File: src/core/arb_map.svh
// Register offsets, field positions, reset values and counts of the arbiter
// Assumes byte addressing on a 32-bit APB, one register per aligned word
`ifndef ARB_MAP_SVH
`define ARB_MAP_SVH

// ------------------------------------------------------------
// Offsets
// ------------------------------------------------------------
`define ARB_ADDR_RSVD 8'h44
`define ARB_ADDR_CTRL 8'h48
`define ARB_ADDR_STAT 8'h80

// ------------------------------------------------------------
// Control word layout
// ------------------------------------------------------------
`define ARB_CTRL_RST 32'h0040801f
`define ARB_CTRL_WMASK 32'h07dffe1f
`define ARB_EN_LSB 0
`define ARB_EN_MSB 4
`define ARB_EXT_BIT 9
`define ARB_TMO_BIT 10
`define ARB_REFR_BIT 11
`define ARB_FAIR_LSB 12
`define ARB_FAIR_MSB 19
`define ARB_TOG_BIT 20
`define ARB_PRIO_LSB 22
`define ARB_PRIO_MSB 26

// ------------------------------------------------------------
// Status word layout
// ------------------------------------------------------------
`define ARB_ST_OWN_LSB 0
`define ARB_ST_OWN_MSB 2
`define ARB_ST_GNT_BIT 3
`define ARB_ST_BRK_LSB 4
`define ARB_ST_BRK_MSB 8
`define ARB_ST_DEAD_LSB 9
`define ARB_ST_DEAD_MSB 13
`define ARB_ST_FSM_LSB 14
`define ARB_ST_FSM_MSB 15

// ------------------------------------------------------------
// Counts and widths
// ------------------------------------------------------------
`define ARB_NREQ 5
`define ARB_IDX_W 3
`define ARB_TMO_CYC 16
`define ARB_TMO_W 5

`endif

File: src/core/arb_pkg.sv
// Types shared by the arbiter modules
// Assumes the constants of arb_map.svh for field positions
package arb_pkg;

  typedef enum logic [1:0] {
    ST_IDLE = 2'b00,
    ST_GRANT = 2'b01,
    ST_BUSY = 2'b10,
    ST_DROP = 2'b11
  } arb_state_t;

endpackage : arb_pkg

File: src/core/arb_cfg_if.sv
// Configuration and status carried between register file and arbiter core
// Assumes one clock domain on both sides
`timescale 1ns/1ns
`default_nettype none

interface arb_cfg_if;
  logic [4:0] enable;
  logic [4:0] prio;
  logic ext_sel;
  logic tmo_en;
  logic refresh_en;
  logic tog_en;
  logic [7:0] fair_init;
  logic [31:0] status;

  modport regs (
    output enable, prio, ext_sel, tmo_en, refresh_en, tog_en, fair_init,
    input status
  );
  modport core (
    input enable, prio, ext_sel, tmo_en, refresh_en, tog_en, fair_init,
    output status
  );
endinterface : arb_cfg_if

`default_nettype wire

File: src/core/arb_apb_regs.sv
// APB slave holding the arbiter control word and showing its status
// Assumes an APB master; every access takes exactly one access cycle
`timescale 1ns/1ns
`default_nettype none
`include "arb_map.svh"

module arb_apb_regs #(
  parameter int ADDR_W = 8
) (
  input wire logic clock,
  input wire logic rst_n,
  input wire logic psel,
  input wire logic penable,
  input wire logic pwrite,
  input wire logic [ADDR_W-1:0] paddr,
  input wire logic [31:0] pwdata,
  output logic [31:0] prdata,
  output logic pready,
  output logic pslverr,
  arb_cfg_if.regs cfg
);

  if (ADDR_W < 8) begin : g_bad_addr
    $error("arb_apb_regs: ADDR_W must be at least 8");
  end

  logic [31:0] ctrl_r;
  logic setup;
  logic hit_ctrl;
  logic hit_stat;
  logic hit_rsvd;

  assign setup = psel & ~penable;

  // ------------------------------------------------------------
  // Address decode
  // ------------------------------------------------------------
  always_comb begin
    hit_ctrl = 1'b0;
    hit_stat = 1'b0;
    hit_rsvd = 1'b0;
    if (paddr == ADDR_W'(`ARB_ADDR_CTRL)) begin
      hit_ctrl = 1'b1;
    end else if (paddr == ADDR_W'(`ARB_ADDR_STAT)) begin
      hit_stat = 1'b1;
    end else if (paddr == ADDR_W'(`ARB_ADDR_RSVD)) begin
      hit_rsvd = 1'b1;
    end
  end

  // One wait-free access: ready rises for the cycle after setup
  always_ff @(posedge clock or negedge rst_n) begin
    if (!rst_n) begin
      pready <= 1'b0;
    end else begin
      pready <= setup;
    end
  end

  always_ff @(posedge clock or negedge rst_n) begin
    if (!rst_n) begin
      prdata <= 32'h0;
      pslverr <= 1'b0;
    end else if (setup) begin
      pslverr <= ~(hit_ctrl | hit_stat | hit_rsvd);
      if (hit_ctrl && !pwrite) begin
        prdata <= ctrl_r;
      end else if (hit_stat && !pwrite) begin
        prdata <= cfg.status;
      end else begin
        prdata <= 32'h0;
      end
    end
  end

  // Reserved bits are not stored, so they always read back as zero
  always_ff @(posedge clock or negedge rst_n) begin
    if (!rst_n) begin
      ctrl_r <= `ARB_CTRL_RST;
    end else if (psel && penable && pready && pwrite && hit_ctrl) begin
      ctrl_r <= pwdata & `ARB_CTRL_WMASK;
    end
  end

  assign cfg.enable = ctrl_r[`ARB_EN_MSB:`ARB_EN_LSB];
  assign cfg.prio = ctrl_r[`ARB_PRIO_MSB:`ARB_PRIO_LSB];
  assign cfg.ext_sel = ctrl_r[`ARB_EXT_BIT];
  assign cfg.tmo_en = ctrl_r[`ARB_TMO_BIT];
  assign cfg.refresh_en = ctrl_r[`ARB_REFR_BIT];
  assign cfg.tog_en = ctrl_r[`ARB_TOG_BIT];
  assign cfg.fair_init = ctrl_r[`ARB_FAIR_MSB:`ARB_FAIR_LSB];

endmodule : arb_apb_regs

`default_nettype wire

File: src/core/arb_pick.sv
// Two-level round-robin picker over a request vector
// Assumes requests are already qualified by enable and broken state
`timescale 1ns/1ns
`default_nettype none

module arb_pick #(
  parameter int N = 5,
  parameter int IW = 3
) (
  input wire logic [N-1:0] req,
  input wire logic [N-1:0] high,
  input wire logic [IW-1:0] last,
  output logic [IW-1:0] win,
  output logic win_ok
);

  if (N < 2 || N > (1 << IW)) begin : g_bad_n
    $error("arb_pick: N must lie between 2 and 2**IW");
  end

  logic [IW-1:0] win_h;
  logic [IW-1:0] win_l;
  logic ok_h;
  logic ok_l;
  int idx;

  // Walk from the farthest to the nearest after the last owner
  always_comb begin
    win_h = '0;
    win_l = '0;
    ok_h = 1'b0;
    ok_l = 1'b0;
    idx = 0;
    for (int k = N; k >= 1; k--) begin
      idx = int'(last) + k;
      if (idx >= N) begin
        idx = idx - N;
      end
      if (req[idx] && high[idx]) begin
        win_h = IW'(idx);
        ok_h = 1'b1;
      end
      if (req[idx] && !high[idx]) begin
        win_l = IW'(idx);
        ok_l = 1'b1;
      end
    end
    win_ok = ok_h | ok_l;
    win = ok_h ? win_h : win_l;
  end

endmodule : arb_pick

`default_nettype wire

File: src/core/pci_arbiter.sv
// Secondary-bus PCI arbiter with its APB control and status registers
// Assumes PCI pins arrive asynchronously; internal requester is on clock
`timescale 1ns/1ns
`default_nettype none
`include "arb_map.svh"

module pci_arbiter #(
  parameter int ADDR_W = 8,
  parameter int TMO_CYC = `ARB_TMO_CYC
) (
  input wire logic clock,
  input wire logic rst_n,
  input wire logic psel,
  input wire logic penable,
  input wire logic pwrite,
  input wire logic [ADDR_W-1:0] paddr,
  input wire logic [31:0] pwdata,
  output logic [31:0] prdata,
  output logic pready,
  output logic pslverr,
  input wire logic int_req,
  output logic int_gnt,
  input wire logic [3:0] req_l,
  input wire logic frame_l,
  output logic [3:0] gnt_l,
  output logic ext_arb_sel
);

  localparam int NREQ = `ARB_NREQ;
  localparam int IW = `ARB_IDX_W;
  localparam int TW = `ARB_TMO_W;

  if (TMO_CYC < 2 || TMO_CYC >= (1 << TW)) begin : g_bad_tmo
    $error("pci_arbiter: TMO_CYC must lie between 2 and 31");
  end

  // ------------------------------------------------------------
  // Registers
  // ------------------------------------------------------------
  arb_cfg_if cfg ();

  arb_apb_regs #(
    .ADDR_W(ADDR_W)
  ) u_regs (
    .clock(clock),
    .rst_n(rst_n),
    .psel(psel),
    .penable(penable),
    .pwrite(pwrite),
    .paddr(paddr),
    .pwdata(pwdata),
    .prdata(prdata),
    .pready(pready),
    .pslverr(pslverr),
    .cfg(cfg.regs)
  );

  // ------------------------------------------------------------
  // Pin synchronisers
  // ------------------------------------------------------------
  // Bit 4 is FRAME_L, bits 3:0 are REQ_L; all idle high
  logic [4:0] pin_s1_r;
  logic [4:0] pin_s2_r;
  logic [4:0] pin_s3_r;
  logic [4:0] pin_f_r;

  always_ff @(posedge clock or negedge rst_n) begin
    if (!rst_n) begin
      pin_s1_r <= 5'h1f;
      pin_s2_r <= 5'h1f;
      pin_s3_r <= 5'h1f;
    end else begin
      pin_s1_r <= {frame_l, req_l};
      pin_s2_r <= pin_s1_r;
      pin_s3_r <= pin_s2_r;
    end
  end

  // A level counts only once two stages agree, which masks a runt glitch
  always_ff @(posedge clock or negedge rst_n) begin
    if (!rst_n) begin
      pin_f_r <= 5'h1f;
    end else begin
      pin_f_r <= (~(pin_s2_r ^ pin_s3_r) & pin_s3_r) |
                 ((pin_s2_r ^ pin_s3_r) & pin_f_r);
    end
  end

  logic frame_act;
  logic frame_prev_r;
  logic frame_fall;
  logic [4:0] req_vec;

  assign frame_act = ~pin_f_r[4];
  assign frame_fall = frame_act & ~frame_prev_r;
  assign req_vec = {~pin_f_r[3:0], int_req};

  always_ff @(posedge clock or negedge rst_n) begin
    if (!rst_n) begin
      frame_prev_r <= 1'b0;
    end else begin
      frame_prev_r <= frame_act;
    end
  end

  // ------------------------------------------------------------
  // Qualification and picking
  // ------------------------------------------------------------
  arb_pkg::arb_state_t state_r;
  arb_pkg::arb_state_t state_nxt;
  logic [IW-1:0] owner_r;
  logic [IW-1:0] owner_nxt;
  logic [IW-1:0] win;
  logic win_ok;
  logic [4:0] broken_r;
  logic [4:0] dead_r;
  logic [4:0] served_r;
  logic [4:0] elig;
  logic [4:0] own_vec;
  logic own_req;
  logic others_req;

  assign elig = req_vec & cfg.enable & ~broken_r & ~dead_r;
  assign own_vec = 5'h01 << owner_r;
  assign own_req = |(req_vec & own_vec);
  assign others_req = |(req_vec & ~own_vec & cfg.enable & ~broken_r &
                        ~dead_r);

  arb_pick #(
    .N(NREQ),
    .IW(IW)
  ) u_pick (
    .req(elig),
    .high(cfg.prio),
    .last(owner_r),
    .win(win),
    .win_ok(win_ok)
  );

  // ------------------------------------------------------------
  // Timeout and fairness counters
  // ------------------------------------------------------------
  logic [TW-1:0] tmo_cnt_r;
  logic tmo_hit;
  logic [7:0] fair_cnt_r;
  logic fair_hit;
  logic new_grant;

  assign tmo_hit = cfg.tmo_en && (state_r == arb_pkg::ST_GRANT) &&
                   !frame_act && (tmo_cnt_r == TW'(TMO_CYC - 1));
  assign fair_hit = (cfg.fair_init != 8'h00) &&
                    (state_r == arb_pkg::ST_BUSY) &&
                    others_req && (fair_cnt_r == 8'h00);
  assign new_grant = (state_r == arb_pkg::ST_IDLE) &&
                     (state_nxt == arb_pkg::ST_GRANT);

  // Counts only while granted, bus idle and no FRAME_L seen yet
  always_ff @(posedge clock or negedge rst_n) begin
    if (!rst_n) begin
      tmo_cnt_r <= '0;
    end else if (state_r != arb_pkg::ST_GRANT || !cfg.tmo_en) begin
      tmo_cnt_r <= '0;
    end else if (!frame_act) begin
      tmo_cnt_r <= tmo_cnt_r + TW'(1);
    end
  end

  // Decrement is armed by the move to busy on the first FRAME_L fall
  always_ff @(posedge clock or negedge rst_n) begin
    if (!rst_n) begin
      fair_cnt_r <= 8'h00;
    end else if (new_grant) begin
      fair_cnt_r <= cfg.fair_init;
    end else if (state_r == arb_pkg::ST_BUSY && others_req &&
                 fair_cnt_r != 8'h00) begin
      fair_cnt_r <= fair_cnt_r - 8'h01;
    end
  end

  // ------------------------------------------------------------
  // Grant state machine
  // ------------------------------------------------------------
  always_comb begin
    state_nxt = state_r;
    owner_nxt = owner_r;
    case (state_r)
      arb_pkg::ST_IDLE: begin
        if (!cfg.ext_sel && win_ok) begin
          state_nxt = arb_pkg::ST_GRANT;
          owner_nxt = win;
        end
      end
      arb_pkg::ST_GRANT: begin
        if (cfg.ext_sel || !own_req || tmo_hit) begin
          state_nxt = arb_pkg::ST_DROP;
        end else if (frame_fall) begin
          state_nxt = arb_pkg::ST_BUSY;
        end
      end
      arb_pkg::ST_BUSY: begin
        // With a zero fairness value only the owner's request or ext_sel ends it
        if (cfg.ext_sel || !own_req || fair_hit) begin
          state_nxt = arb_pkg::ST_DROP;
        end
      end
      arb_pkg::ST_DROP: begin
        state_nxt = arb_pkg::ST_IDLE;
      end
      default: begin
        state_nxt = arb_pkg::ST_IDLE;
      end
    endcase
  end

  always_ff @(posedge clock or negedge rst_n) begin
    if (!rst_n) begin
      state_r <= arb_pkg::ST_IDLE;
      owner_r <= '0;
    end else begin
      state_r <= state_nxt;
      owner_r <= owner_nxt;
    end
  end

  // ------------------------------------------------------------
  // Broken master bookkeeping
  // ------------------------------------------------------------
  logic [4:0] brk_set;
  logic brk_clr;
  logic [4:0] round_done;

  assign brk_set = tmo_hit ? own_vec : 5'h00;
  assign round_done = served_r | broken_r | dead_r | ~cfg.enable;
  assign brk_clr = cfg.refresh_en && (|broken_r) && (&round_done);

  // Set wins over the refresh clear in the same cycle
  always_ff @(posedge clock or negedge rst_n) begin
    if (!rst_n) begin
      broken_r <= 5'h00;
    end else begin
      broken_r <= (brk_clr ? 5'h00 : broken_r) | brk_set;
    end
  end

  // Only a reset revives a master once it has gone dead
  always_ff @(posedge clock or negedge rst_n) begin
    if (!rst_n) begin
      dead_r <= 5'h00;
    end else if (!cfg.refresh_en) begin
      dead_r <= dead_r | (broken_r & ~req_vec);
    end
  end

  // Service round restarts whenever someone is newly marked broken
  always_ff @(posedge clock or negedge rst_n) begin
    if (!rst_n) begin
      served_r <= 5'h00;
    end else if (|brk_set || brk_clr) begin
      served_r <= 5'h00;
    end else if (new_grant) begin
      served_r <= served_r | (5'h01 << owner_nxt);
    end
  end

  // ------------------------------------------------------------
  // Grant outputs
  // ------------------------------------------------------------
  logic tog_d_r;
  logic [4:0] gnt_nxt;

  // Pulse marks the clock after a granted FRAME_L fall
  always_ff @(posedge clock or negedge rst_n) begin
    if (!rst_n) begin
      tog_d_r <= 1'b0;
    end else begin
      tog_d_r <= cfg.tog_en && frame_fall &&
                 (state_r == arb_pkg::ST_GRANT ||
                  state_r == arb_pkg::ST_BUSY);
    end
  end

  // Without toggling the grant simply stays on through the frame
  always_comb begin
    gnt_nxt = 5'h00;
    if (state_nxt == arb_pkg::ST_GRANT || state_nxt == arb_pkg::ST_BUSY) begin
      gnt_nxt = 5'h01 << owner_nxt;
    end
    if (tog_d_r) begin
      gnt_nxt = 5'h00;
    end
  end

  always_ff @(posedge clock or negedge rst_n) begin
    if (!rst_n) begin
      gnt_l <= 4'hf;
      int_gnt <= 1'b0;
    end else begin
      gnt_l <= ~gnt_nxt[4:1];
      int_gnt <= gnt_nxt[0];
    end
  end

  always_ff @(posedge clock or negedge rst_n) begin
    if (!rst_n) begin
      ext_arb_sel <= 1'b0;
    end else begin
      ext_arb_sel <= cfg.ext_sel;
    end
  end

  // ------------------------------------------------------------
  // Status word
  // ------------------------------------------------------------
  always_comb begin
    cfg.status = 32'h0;
    cfg.status[`ARB_ST_OWN_MSB:`ARB_ST_OWN_LSB] = owner_r;
    cfg.status[`ARB_ST_GNT_BIT] = (state_r == arb_pkg::ST_GRANT) ||
                                  (state_r == arb_pkg::ST_BUSY);
    cfg.status[`ARB_ST_BRK_MSB:`ARB_ST_BRK_LSB] = broken_r;
    cfg.status[`ARB_ST_DEAD_MSB:`ARB_ST_DEAD_LSB] = dead_r;
    cfg.status[`ARB_ST_FSM_MSB:`ARB_ST_FSM_LSB] = state_r;
  end

endmodule : pci_arbiter

`default_nettype wire

File: config.mk
export PLATFORM = sky130hd
export DESIGN_NAME = pci_arbiter
export DESIGN_NICKNAME = d
export VERILOG_FILES = /design/src/core/arb_pkg.sv /design/src/core/arb_cfg_if.sv /design/src/core/arb_apb_regs.sv /design/src/core/arb_pick.sv /design/src/core/pci_arbiter.sv
export VERILOG_INCLUDE_DIRS = /design/src /design/src/core
export SDC_FILE = /design/constraint.sdc
export NUM_CORES = 1
export LEC_CHECK = 0
export BUFFER_PORTS_ARGS = -buffer_cell sky130_fd_sc_hd__buf_2
export CAP_MARGIN = 30
export CORE_ASPECT_RATIO = 1.25
export CORE_MARGIN = 4
export CORE_UTILIZATION = 55
export DETAILED_ROUTE_END_ITERATION = 6
export PLACE_DENSITY = 0.77
export SYNTH_ARGS = -nofsm -noshare
export SYNTH_HDL_FRONTEND = slang
export SYNTH_SLANG_ARGS = --single-unit
File: constraint.sdc
create_clock -name clock -period 6.2 [get_ports clock]
set_clock_uncertainty 0.1 [all_clocks]
set_input_delay 0.31 -clock clock [delete_from_list [all_inputs] [get_ports clock]]
set_output_delay 0.31 -clock clock [all_outputs]
set_load 0.005 [all_outputs]
-- Word-level counts from Yosys, hierarchy flattened
Index checks and enable logic that the tools add are counted.
- $add $sub $neg: 12
- multiply operators: 0
- divide/modulo/power cells: 0
- order comparisons: 10
- equal/unequal tests: 10
- shift-type cells: 2
- multiplexer cells: 81
- bitwise operators: 36
- reductions and logical operators: 58
- operators by type and width (operator ; number):
    32-bit 2-to-1 mux ; 6
    32-bit by 4-bit >= comparator with 1-bit output, second input constant ; 5
    32-bit by 5-bit less-than comparator with 1-bit output, second input constant ; 5
    32-bit by 4-bit subtractor with 32-bit output, second input constant ; 5
    5-bit AND ; 11
    5-bit 2-to-1 mux ; 8
    3-bit 2-to-1 mux ; 13
    1-bit 2-to-1 mux ; 36
    5-bit OR ; 7
    1-bit binary-select mux with 3-bit select ; 10
    1-bit logical AND ; 30
    5-bit inverter ; 6
    5-bit OR reduction ; 4
    8-bit by 7-bit equality test with 1-bit output, second input constant ; 2
    16-bit 2-to-1 mux ; 1
    8-bit 2-to-1 mux ; 2
    8-bit nonzero test ; 2
    1-bit by 3-bit << shifter with 5-bit output, first input constant ; 2
    1-bit logical NOT ; 9
    3-bit by 2-bit adder with 4-bit output, second input constant ; 2
    3-bit by 3-bit adder with 4-bit output, second input constant ; 2
    8-bit equality test, second input constant ; 1
    8-bit logical NOT ; 1
    2-bit 2-to-1 mux ; 4
    other kinds (17) ; 35
- register bits: 117
- bits in latches: 0
- memory bits (writable): 0
- bits in read-only memories: 0
- input bits: 51
- output and inout port bits: 40
- memories: 0

-- Logic depth before layout (Yosys ltp)
Gate-level depths: netlist (run 1).
- depth in word-level cells: 22
- gate-level depth with buffers: 22

-- By module
From an unflattened synthesis (run 1), not the netlist that was laid out.
- cell total of the unflattened synthesis: 667
- area total of the unflattened synthesis: 7119.3 um^2
- modules (own cells, without submodules) (module ; times used ; cells an instance ; area each (um^2) ; sequential area each (um^2)):
    pci_arbiter ; 1 ; 244 ; 2778.9 ; 1556.5
    arb_apb_regs ; 1 ; 157 ; 2354.8 ; 1410.1
    arb_pick ; 1 ; 266 ; 1985.7 ; 0.0

-- Worst setup path after synthesis (run 1)
No wires, ideal clock.
- kind: register -> register
- start point: register owner_r[0]
- end point: register gnt_l[0]
- arrival: 4.144 ns
- data required time: 6.007 ns
- path slack: 1.862 ns
- cell stages (with the launch flop): 18
- path through: dfrtp_1 buf_4 inv_2 buf_4 ha_1 fa_1 a21boi_2 xnor2_1 mux2i_1 mux2i_1 a211oi_2 nand4_1 nor3_1 o21ai_0 o22a_1 ha_1 or2_2 or4_4
- word-level cells in the longest chain between the ends: 22
- ends and longest elaborated chain (item ; line ; RTL):
    start, declared ; pci_arbiter.sv:111 ; logic [IW-1:0] owner_r;
    start signal, assigned ; pci_arbiter.sv:221 ; owner_r <= owner_nxt;
    3-bit by 3-bit adder with 4-bit output ; arb_pick.sv:35 ; idx = int'(last) + k;
    32-bit by 4-bit subtractor with 32-bit output or 32-bit by 4-bit >= comparator with 1-bit output (tied branches) ; arb_pick.sv:37, arb_pick.sv:36 ;
    32-bit 2-to-1 mux ; arb_pick.sv:36 ; if (idx >= N) begin
    1-bit binary-select mux with 3-bit select ; arb_pick.sv:39, arb_pick.sv:43 ;
    1-bit 2-to-1 mux (implied by the code) (2 in series) ; arb_pick.sv:39, arb_pick.sv:43 ;
    1-bit logical NOT ; arb_pick.sv:43 ; if (req[idx] && !high[idx]) begin
    1-bit logical AND ; arb_pick.sv:43 ;
    1-bit 2-to-1 mux (5 in series) ; arb_pick.sv:43 ;
    1-bit OR ; arb_pick.sv:48 ; win_ok = ok_h | ok_l;
    1-bit logical AND ; pci_arbiter.sv:188 ; if (!cfg.ext_sel && win_ok) begin
    2-bit 2-to-1 mux ; pci_arbiter.sv:188 ;
    2-bit one-hot mux with 4 select lines ; pci_arbiter.sv:186 ; case (state_r)
    2-bit by 1-bit equality test with 1-bit output or 2-bit equality test (tied branches) ; pci_arbiter.sv:285 ; if (state_nxt == arb_pkg::ST_GRANT || state_nxt == arb_pkg::ST_BUSY) begin
    1-bit logical OR ; pci_arbiter.sv:285 ;
    5-bit 2-to-1 mux (*) ; pci_arbiter.sv:285 ;
    5-bit 2-to-1 mux (*) ; pci_arbiter.sv:288 ; if (tog_d_r) begin
    4-bit inverter (*) ; pci_arbiter.sv:298 ; gnt_l <= ~gnt_nxt[4:1];
    end signal, assigned ; pci_arbiter.sv:298 ;
    end, declared ; pci_arbiter.sv:25 ; output logic [3:0] gnt_l,
Mark *: on every way between the ends. The rest lies on a longest branch, timed or not. The select of a mux whose other input is x is not followed.
A chain may end at the register's enable or synchronous reset.

-- Worst setup path after layout (run 1)
- start point: register owner_r[0]
- end point: register served_r[1]
- RTL lines (item ; line ; RTL):
    3-bit by 3-bit adder with 4-bit output ; arb_pick.sv:35 ;
    32-bit by 4-bit subtractor with 32-bit output or 32-bit by 4-bit >= comparator with 1-bit output (tied branches) ; arb_pick.sv:37, arb_pick.sv:36 ;
    32-bit 2-to-1 mux ; arb_pick.sv:36 ;
    1-bit binary-select mux with 3-bit select ; arb_pick.sv:39, arb_pick.sv:43 ;
    1-bit 2-to-1 mux (implied by the code) (2 in series) ; arb_pick.sv:39, arb_pick.sv:43 ;
    1-bit logical NOT ; arb_pick.sv:43 ;
    1-bit logical AND ; arb_pick.sv:43 ;
    1-bit 2-to-1 mux (5 in series) ; arb_pick.sv:43 ;
    1-bit OR ; arb_pick.sv:48 ;
    1-bit logical AND ; pci_arbiter.sv:188 ;
    2-bit 2-to-1 mux ; pci_arbiter.sv:188 ;
    2-bit one-hot mux with 4 select lines (*) ; pci_arbiter.sv:186 ;
    via state_nxt[0] ; pci_arbiter.sv:110 ; arb_pkg::arb_state_t state_nxt;
    2-bit by 1-bit equality test with 1-bit output (*) ; pci_arbiter.sv:155 ; (state_nxt == arb_pkg::ST_GRANT);
    1-bit logical AND (*) ; pci_arbiter.sv:154 ; assign new_grant = (state_r == arb_pkg::ST_IDLE) &&
    2-bit nonzero test (no line) (*) ; n/a ;
    end signal, assigned ; pci_arbiter.sv:261 ; served_r <= served_r | (5'h01 << owner_nxt);
    end, declared ; pci_arbiter.sv:117 ; logic [4:0] served_r;
The timed path passes the listed nets; every way through them passes the cells marked *. The select of a mux whose other input is x is not followed.

==> summary.log, run 1 <==
[outcome] status finished clean
[global_route] total track usage 26.7%
[layout] synthesis-to-layout area growth 13.7%
[floorplan] std cell rows 44
[setup_path] biggest fanout along the worst timing path 30
[placement] final weighted congestion in routability-driven placement 0.968
[setup_path] type of element launching the critical path flop
[global_route] residual overflow from global routing 0
[cts] hold-fix buffers at CTS 6
[cts] number of levels in the clock H-tree 3
[cts] CTS-repair resized insts 0
[cts] post-CTS setup buffers 0
[pwr] combinational fraction of design power 14.7%
[sta] worst-case headroom to the max-slew limit 28.2%
[setup_path] worst path required time 6330 ps
[setup_path] Crit. End Element flop
[logic_synthesis] top post-synthesis cells by area sky130_fd_sc_hd__dfrtp_1 (30%), sky130_fd_sc_hd__dfstp_2 (12%), sky130_fd_sc_hd__ha_1 (3.8%)
[floorplan] area of the die 0.0138 mm^2
[pwr] leakage power total 3.38 nW
[drt] first drt pass iteration count 6
[sta] setup repair after global routing missed its margin false
[sta] Fin. Hold Viols 0
[sta] achievable clock frequency 0.196 GHz
[drt] wire length per cell 20.3 um
[placement] half-perimeter wire length after detailed placement 13.3 mm
[logic_synthesis] Avg Cell Area, Syn 10.3 um^2
[sta] pins over their slew limit 0
[sta] pin slew with the least headroom to its limit 1060 ps
[logic_synthesis] most instantiated library cell after synthesis sky130_fd_sc_hd__dfrtp_1
[job] max-cap violation count 0
[drt] ratio of routed vias to standard cells 6.30
[sta] tightest hold margin 68.4 ps
[cts] CTS max path bufs 2
[sta] Min Clock Period, post-route 5090 ps
[logic_synthesis] ranking of synthesized cells by instance count sky130_fd_sc_hd__dfrtp_1 (80), sky130_fd_sc_hd__nand2_1 (50), sky130_fd_sc_hd__nor2_1 (43)
[logic_synthesis] number of synthesized flops with an enable pin 0
[sta] Total Negative Setup Slacks 0 ps
[layout] Filler Cells Inserted 978
[pwr] clock group share of total power 35.9%
[logic_synthesis] proportion of register bits with asynchronous set or reset after synthesis 100%
[floorplan] die outline width 106 um
[pwr] Flop pwr share 49.4%
[drt] post-detailed-routing wire length 17.9 mm
[logic_synthesis] area share of the leading cell type in the synthesized netlist 30.4%
[sta] setup ws final 1110 ps
[placement] number of cells in the design after placement 859
[hold_path] worst hold path class in2reg
[floorplan] chip height 130 um
[cts] CTS sink cnt 111
[layout] fraction of final layout cells with drive strength greater than 1 28.6%
[floorplan] # IOs 91
[pwr] internal power summed over all cells 1.15 mW
[sta] period utilisation layout 82.2%
[floorplan] area of the core 0.0117 mm^2
[layout] Non-Filler Instances 881
[placement] pre-CTS worst setup slack 1240 ps
[global_route] vias in the first global route 5707
[drt] total DRC errors in the routed layout 0
[global_route] maximum number of pins on one net before global-route repair 71
[pwr] Worst IR Drop VDD 0.195 mV
[layout] Post-layout nets 787
[drt] number of DRC markers after the initial detailed-route iteration 457
[logic_synthesis] warnings from Yosys 0
[drt] Antenna Nets Post-Route 0
[global_route] antenna violations before repair 0
[logic_synthesis] unique cell type count in the Yosys netlist 90
[setup_path] Crit Path Class reg2reg
[logic_synthesis] mapped cell area 0.00659 mm^2
[pwr] net switching power of the design 0.441 mW
[layout] antenna cells 0
[pwr] areal power density over the cells 212 mW/mm^2
[logic_synthesis] fraction of the yosys area taken by sequential cells 42.7%
[logic_synthesis] post-synthesis cell count 640
[cts] Inserted Clock Buffers 9
[layout] area of the multi-input gates 0.00347 mm^2
[cts] clock-pin slew on the worst setup and hold paths 70 ps
[cts] clock network latency to the later pin of the worst-skew pair 350 ps
[cts] root buffer cell sky130_fd_sc_hd__clkbuf_16
[placement] count of port buffers added during placement 74
[logic_synthesis] Synth area leader sky130_fd_sc_hd__dfrtp_1
[drt] Via Count 5548
[logic_synthesis] number of synthesized register bits 111
[cts] TritonCTS clock tree built
[logic_synthesis] main flop type after synthesis sky130_fd_sc_hd__dfrtp_1
[global_route] first-pass GRT wire length 29.0 mm
[layout] area used by sequential logic in the layout 0.00282 mm^2
[setup_path] Critical Path AT 5220 ps
[floorplan] starting density of the core 56.5%
[pwr] proportion of total power due to net switching 27.8%
[sta] final setup vio count 0
[per-stage QoR]
stage,power (mW),utilization [%],cell area (um^2)
floorplan,0.931,-,6610
global placement,1.01,60.8,7090
detailed placement,1.02,61.1,7130
CTS,1.59,64.2,7490
global route,1.66,64.2,7490
finish,1.59,64.2,7490
[sequential cells by signal (all words and copies together), names as in the netlist, 2 cells and up, named ones only]
signal,cells
u_regs.prdata,26
u_regs.ctrl_r,22
fair_cnt_r,8
broken_r,5
dead_r,5
pin_s1_r,5
pin_s2_r,5
pin_s3_r,5
served_r,5
tmo_cnt_r,5
gnt_l,4
owner_r,3
state_r,2
[cells in the final DEF (no fill, tap or decap), types with 6 or more instances in the layout]
cell	count
sky130_fd_sc_hd__dfrtp_1	80
sky130_fd_sc_hd__buf_2	74
sky130_fd_sc_hd__nand2_1	50
sky130_fd_sc_hd__nor2_1	42
sky130_fd_sc_hd__inv_1	35
sky130_fd_sc_hd__dfstp_2	31
sky130_fd_sc_hd__o21ai_0	25
sky130_fd_sc_hd__mux2_2	22
sky130_fd_sc_hd__ha_1	20
sky130_fd_sc_hd__a21oi_1	18
sky130_fd_sc_hd__nand3_1	17
sky130_fd_sc_hd__a22o_1	16
sky130_fd_sc_hd__mux2i_1	15
sky130_fd_sc_hd__a222oi_1	13
sky130_fd_sc_hd__nand2b_1	12
sky130_fd_sc_hd__buf_4	12
sky130_fd_sc_hd__nand4_1	10
sky130_fd_sc_hd__nor3_1	10
sky130_fd_sc_hd__clkbuf_16	10
sky130_fd_sc_hd__xnor2_1	9
sky130_fd_sc_hd__o211ai_1	8
sky130_fd_sc_hd__and2_1	7
sky130_fd_sc_hd__or3_1	7
sky130_fd_sc_hd__nor2b_1	6
sky130_fd_sc_hd__and3_1	6
sky130_fd_sc_hd__a211oi_1	6
sky130_fd_sc_hd__xor2_1	6
sky130_fd_sc_hd__conb_1	6
sky130_fd_sc_hd__dlygate4sd3_1	6
[worst max-delay path: stages (launching register included)]
cell	delay, ps
sky130_fd_sc_hd__dfrtp_1	370
sky130_fd_sc_hd__buf_4	350
sky130_fd_sc_hd__ha_1	310
sky130_fd_sc_hd__ha_1	430
sky130_fd_sc_hd__o31ai_4	430
sky130_fd_sc_hd__xnor2_2	180
sky130_fd_sc_hd__mux2i_1	340
sky130_fd_sc_hd__a32oi_2	230
sky130_fd_sc_hd__nand4_1	240
sky130_fd_sc_hd__nor3_1	100
sky130_fd_sc_hd__o21ai_0	260
sky130_fd_sc_hd__a21oi_1	130
sky130_fd_sc_hd__a21oi_1	240
sky130_fd_sc_hd__ha_1	180
sky130_fd_sc_hd__and2_1	500
sky130_fd_sc_hd__nand2_1	220
sky130_fd_sc_hd__o41ai_1	330
[final cells by class]
| type | count | share of cell area [%] |
|---|---|---|
| tap | 161 | 2.69 |
| clock inverter | 6 | 0.651 |
| multi-input combinational | 461 | 46.3 |
| clock buffer | 10 | 3.34 |
| sequential | 111 | 37.6 |
| inverter | 38 | 1.97 |
| timing repair buffer | 94 | 7.46 |
[per-layer routing]
layer  vias to the layer above  wire (um)  track usage [%]
met4                         0        612             11.7
li1                       2527          -                -
met2                       202       9580             49.3
met5                         -          0                0
met3                        45        870             4.42
met1                      2774       6830             30.6
[cell families after synthesis]
group | count (synthesis) | synth area share, %
other | 1 | 0.0569
AO/OA/AOI/OAI | 159 | 19.7
AND/OR/NAND/NOR | 213 | 17.9
XOR/XNOR | 16 | 2.24
multiplexers | 41 | 7.40
buffers and inverters | 73 | 5.09
adder cells (fa/ha/maj) | 26 | 4.86
flip-flops | 111 | 42.7
[power groups by stage]
stage	clock network (mW)	logic, mW	registers (mW)
2_1_floorplan	0	0.145	0.787
3_3_place_gp	0	0.214	0.795
3_5_place_dp	0	0.225	0.797
4_1_cts	0.577	0.231	0.784
5_1_grt	0.616	0.258	0.787
6_report	0.571	0.234	0.785
[final timing paths]
check                                     to  slack (ps)        start  depth (start not counted)
setup / recovery                 served_r[1]        1110   owner_r[0]                         16
hold / removal             u_regs.ctrl_r[26]          70   pwdata[26]                          3
setup reg to reg                 served_r[1]        1110   owner_r[0]                         16
hold reg to reg                  pin_s2_r[0]         260  pin_s1_r[0]                          0
max in group asynchronous         state_r[0]        4400        rst_n                          3
min in group asynchronous  u_regs.prdata[11]         370        rst_n                          2
Power figures use the tool's default switching activity.
==> run 2: changes to the inputs <==
==> constraint.sdc (replaced) <==
create_clock -name clock -period 5.2 [get_ports clock]
set_clock_uncertainty 0.1 [all_clocks]
set_input_delay 0.26 -clock clock [delete_from_list [all_inputs] [get_ports clock]]
set_output_delay 0.26 -clock clock [all_outputs]
set_load 0.005 [all_outputs]
==> summary.log, run 2 (same netlist as run 1, synthesis figures left out) <==
[cts] number of levels in the clock H-tree 3 [unchanged]
[sta] Total Negative Setup Slacks 0 ps [unchanged]
[layout] Post-layout nets 798 [+1.4%]
[pwr] Worst IR Drop VDD 0.276 mV [+42%]
[pwr] leakage power total 3.43 nW [+1.4%]
[cts] Inserted Clock Buffers 9 [unchanged]
[pwr] clock group share of total power 35.6% [-0.3 points]
[sta] achievable clock frequency 0.212 GHz [+7.9%]
[job] max-cap violation count 0 [unchanged]
[setup_path] worst setup slack for register-to-register paths 480 ps [-630 ps]
[cts] TritonCTS clock tree built
[cts] root buffer cell sky130_fd_sc_hd__clkbuf_16
[global_route] residual overflow from global routing 0 [unchanged]
[setup_path] type of element launching the critical path flop
[setup_path] biggest fanout along the worst timing path 7 [-77%]
[global_route] vias in the first global route 5593 [-2.0%]
[global_route] total track usage 26.8% [+0.092 points]
[layout] Most flops, register u_regs.prdata
[sta] pins over their slew limit 0 [unchanged]
[sta] worst-case headroom to the max-slew limit 32.1% [+4.0 points]
[layout] fraction of final layout cells with drive strength greater than 1 29.7% [+1.1 points]
[sta] setup repair after global routing missed its margin false
[setup_path] worst path required time 5370 ps [-960 ps]
[hold_path] worst hold path class in2reg
[drt] first drt pass iteration count 7 [+1]
[sta] final setup vio count 0 [unchanged]
[floorplan] chip height 130 um [unchanged]
[setup_path] Crit. End Element flop
[sta] setup ws final 478 ps [-627 ps]
[sta] tightest hold margin 14.4 ps [-54.0 ps]
[sta] Min Clock Period, post-route 4720 ps [-373 ps]
[layout] Non-Filler Instances 892 [+1.2%]
[drt] post-detailed-routing wire length 17.6 mm [-1.6%]
[layout] number of flip-flops in the largest register 26 [unchanged]
[placement] number of cells in the design after placement 870 [+1.3%]
[global_route] maximum number of pins on one net before global-route repair 80 [+13%]
[floorplan] area of the die 0.0138 mm^2 [unchanged]
[floorplan] area of the core 0.0117 mm^2 [unchanged]
[layout] commonest non-fill, non-tap cell in the layout sky130_fd_sc_hd__dfrtp_1
[pwr] combinational fraction of design power 15.0% [+0.3 points]
[cts] CTS max path bufs 2 [unchanged]
[cts] clock-pin slew on the worst setup and hold paths 80 ps [about the same]
[sta] period utilisation layout 90.8% [+8.6 points]
[floorplan] # IOs 91 [unchanged]
[cts] CTS sink cnt 111 [unchanged]
[layout] most frequent cells in the layout sky130_fd_sc_hd__dfrtp_1 (80), sky130_fd_sc_hd__buf_2 (74), sky130_fd_sc_hd__nand2_1 (50)
[drt] Antenna Nets Post-Route 0 [unchanged]
[floorplan] starting density of the core 56.5% [unchanged]
[global_route] antenna violations before repair 0 [unchanged]
[placement] final weighted congestion in routability-driven placement 0.931 [-3.8%]
[pwr] internal power summed over all cells 1.36 mW [+19%]
[floorplan] std cell rows 44 [unchanged]
[drt] total DRC errors in the routed layout 0 [unchanged]
[pwr] overall power after layout 1.89 mW [+19%]
[pwr] net switching power of the design 0.530 mW [+20%]
[pwr] areal power density over the cells 250 mW/mm^2 [+18%]
[layout] antenna cells 0 [unchanged]
[layout] synthesis-to-layout area growth 15.0%
[placement] count of port buffers added during placement 74 [unchanged]
[cts] post-CTS setup buffers 0 [unchanged]
[cts] clock network latency to the later pin of the worst-skew pair 350 ps [about the same]
[global_route] first-pass GRT wire length 29.3 mm [+1.1%]
[setup_path] Critical Path AT 4890 ps [-330 ps]
[outcome] status finished clean
[floorplan] die outline width 106 um [unchanged]
[placement] pre-CTS worst setup slack 521 ps [-715 ps]
[sta] pin slew with the least headroom to its limit 1000 ps [-58.6 ps]
[placement] half-perimeter wire length after detailed placement 13.2 mm [-0.13%]
[pwr] proportion of total power due to net switching 28.0% [+0.22 points]
[sta] Fin. Hold Viols 0 [unchanged]
[drt] ratio of routed vias to standard cells 6.15 [-2.3%]
[drt] wire length per cell 19.7 um [-2.8%]
[pwr] Flop pwr share 49.4% [about the same]
[layout] biggest regs u_regs.prdata: 26 flops, u_regs.ctrl_r: 22 flops, fair_cnt_r: 8 flops
[drt] Via Count 5489 [-1.1%]
[drt] number of DRC markers after the initial detailed-route iteration 358 [-22%]
[setup_path] Crit Path Class reg2reg
run 2: worst max-delay path, stage by stage (launching register included):
cell and delay (ps):
sky130_fd_sc_hd__dfrtp_1 490, sky130_fd_sc_hd__inv_2 120, sky130_fd_sc_hd__ha_1 230, sky130_fd_sc_hd__fa_1 390
sky130_fd_sc_hd__a21boi_2 210, sky130_fd_sc_hd__o21ai_0 460, sky130_fd_sc_hd__mux2i_1 280, sky130_fd_sc_hd__a211oi_2 320
sky130_fd_sc_hd__nand4_1 190, sky130_fd_sc_hd__nor3_1 250, sky130_fd_sc_hd__buf_4 170, sky130_fd_sc_hd__o21ai_0 90
sky130_fd_sc_hd__a21oi_1 140, sky130_fd_sc_hd__a21oi_1 80, sky130_fd_sc_hd__ha_1 370, sky130_fd_sc_hd__or2_2 330
sky130_fd_sc_hd__or4_4 410
run 2: per-layer routing:
| layer | vias up | GRT usage (%) | part of all wire [%] |
|---|---|---|---|
| met3 | 42 | 3.93 | 5.1 |
| li1 | 2544 | - | - |
| met5 | - | 0 | 0 |
| met4 | 0 | 12.4 | 4.2 |
| met2 | 190 | 47.3 | 52 |
| met1 | 2713 | 32.6 | 39 |
run 2: path summary, 6_finish.rpt:
path                            cells past startpoint         from                 to
worst max-delay path                               16   owner_r[0]           gnt_l[0]
worst min-delay path                                3   pwdata[26]  u_regs.ctrl_r[26]
worst max register to register                     16   owner_r[0]           gnt_l[0]
worst min register to register                      0  pin_s1_r[1]        pin_s2_r[1]
max in group asynchronous                           3        rst_n   u_regs.ctrl_r[0]
min in group asynchronous                           2        rst_n  u_regs.ctrl_r[10]
run 2: power by group through the flow:
stage               combinational, mW  sequential [mW]  clock, mW
global route                    0.322            0.939      0.726
finish                          0.284            0.935      0.675
floorplan                       0.172            0.938          0
global placement                0.261            0.947          0
CTS                             0.280            0.934      0.684
detailed placement              0.274            0.949          0
run 2: layout make-up:
type                            instances  area (um^2)
Fill cell                             957         4090
Timing Repair Buffer                  105          642
Tap cell                              161          201
Clock buffer                           10          239
Inverter                               38          148
Clock inverter                          6         61.3
Multi-Input combinational cell        461         3470
Sequential cell                       111         2820
run 2: repair_timing:
item | CTS | global route
hold buffers | 6 | 0
gates resized for setup | 0 | 0
endpoints found under the hold margin | 56 | 0
run 2: metrics by stage:
step	area, um^2	utilization (%)
3_3_place_gp	7170	61.5
3_5_place_dp	7220	61.8
5_1_grt	7580	64.9
4_1_cts	7580	64.9
6_report	7580	64.9
2_1_floorplan	6610	-
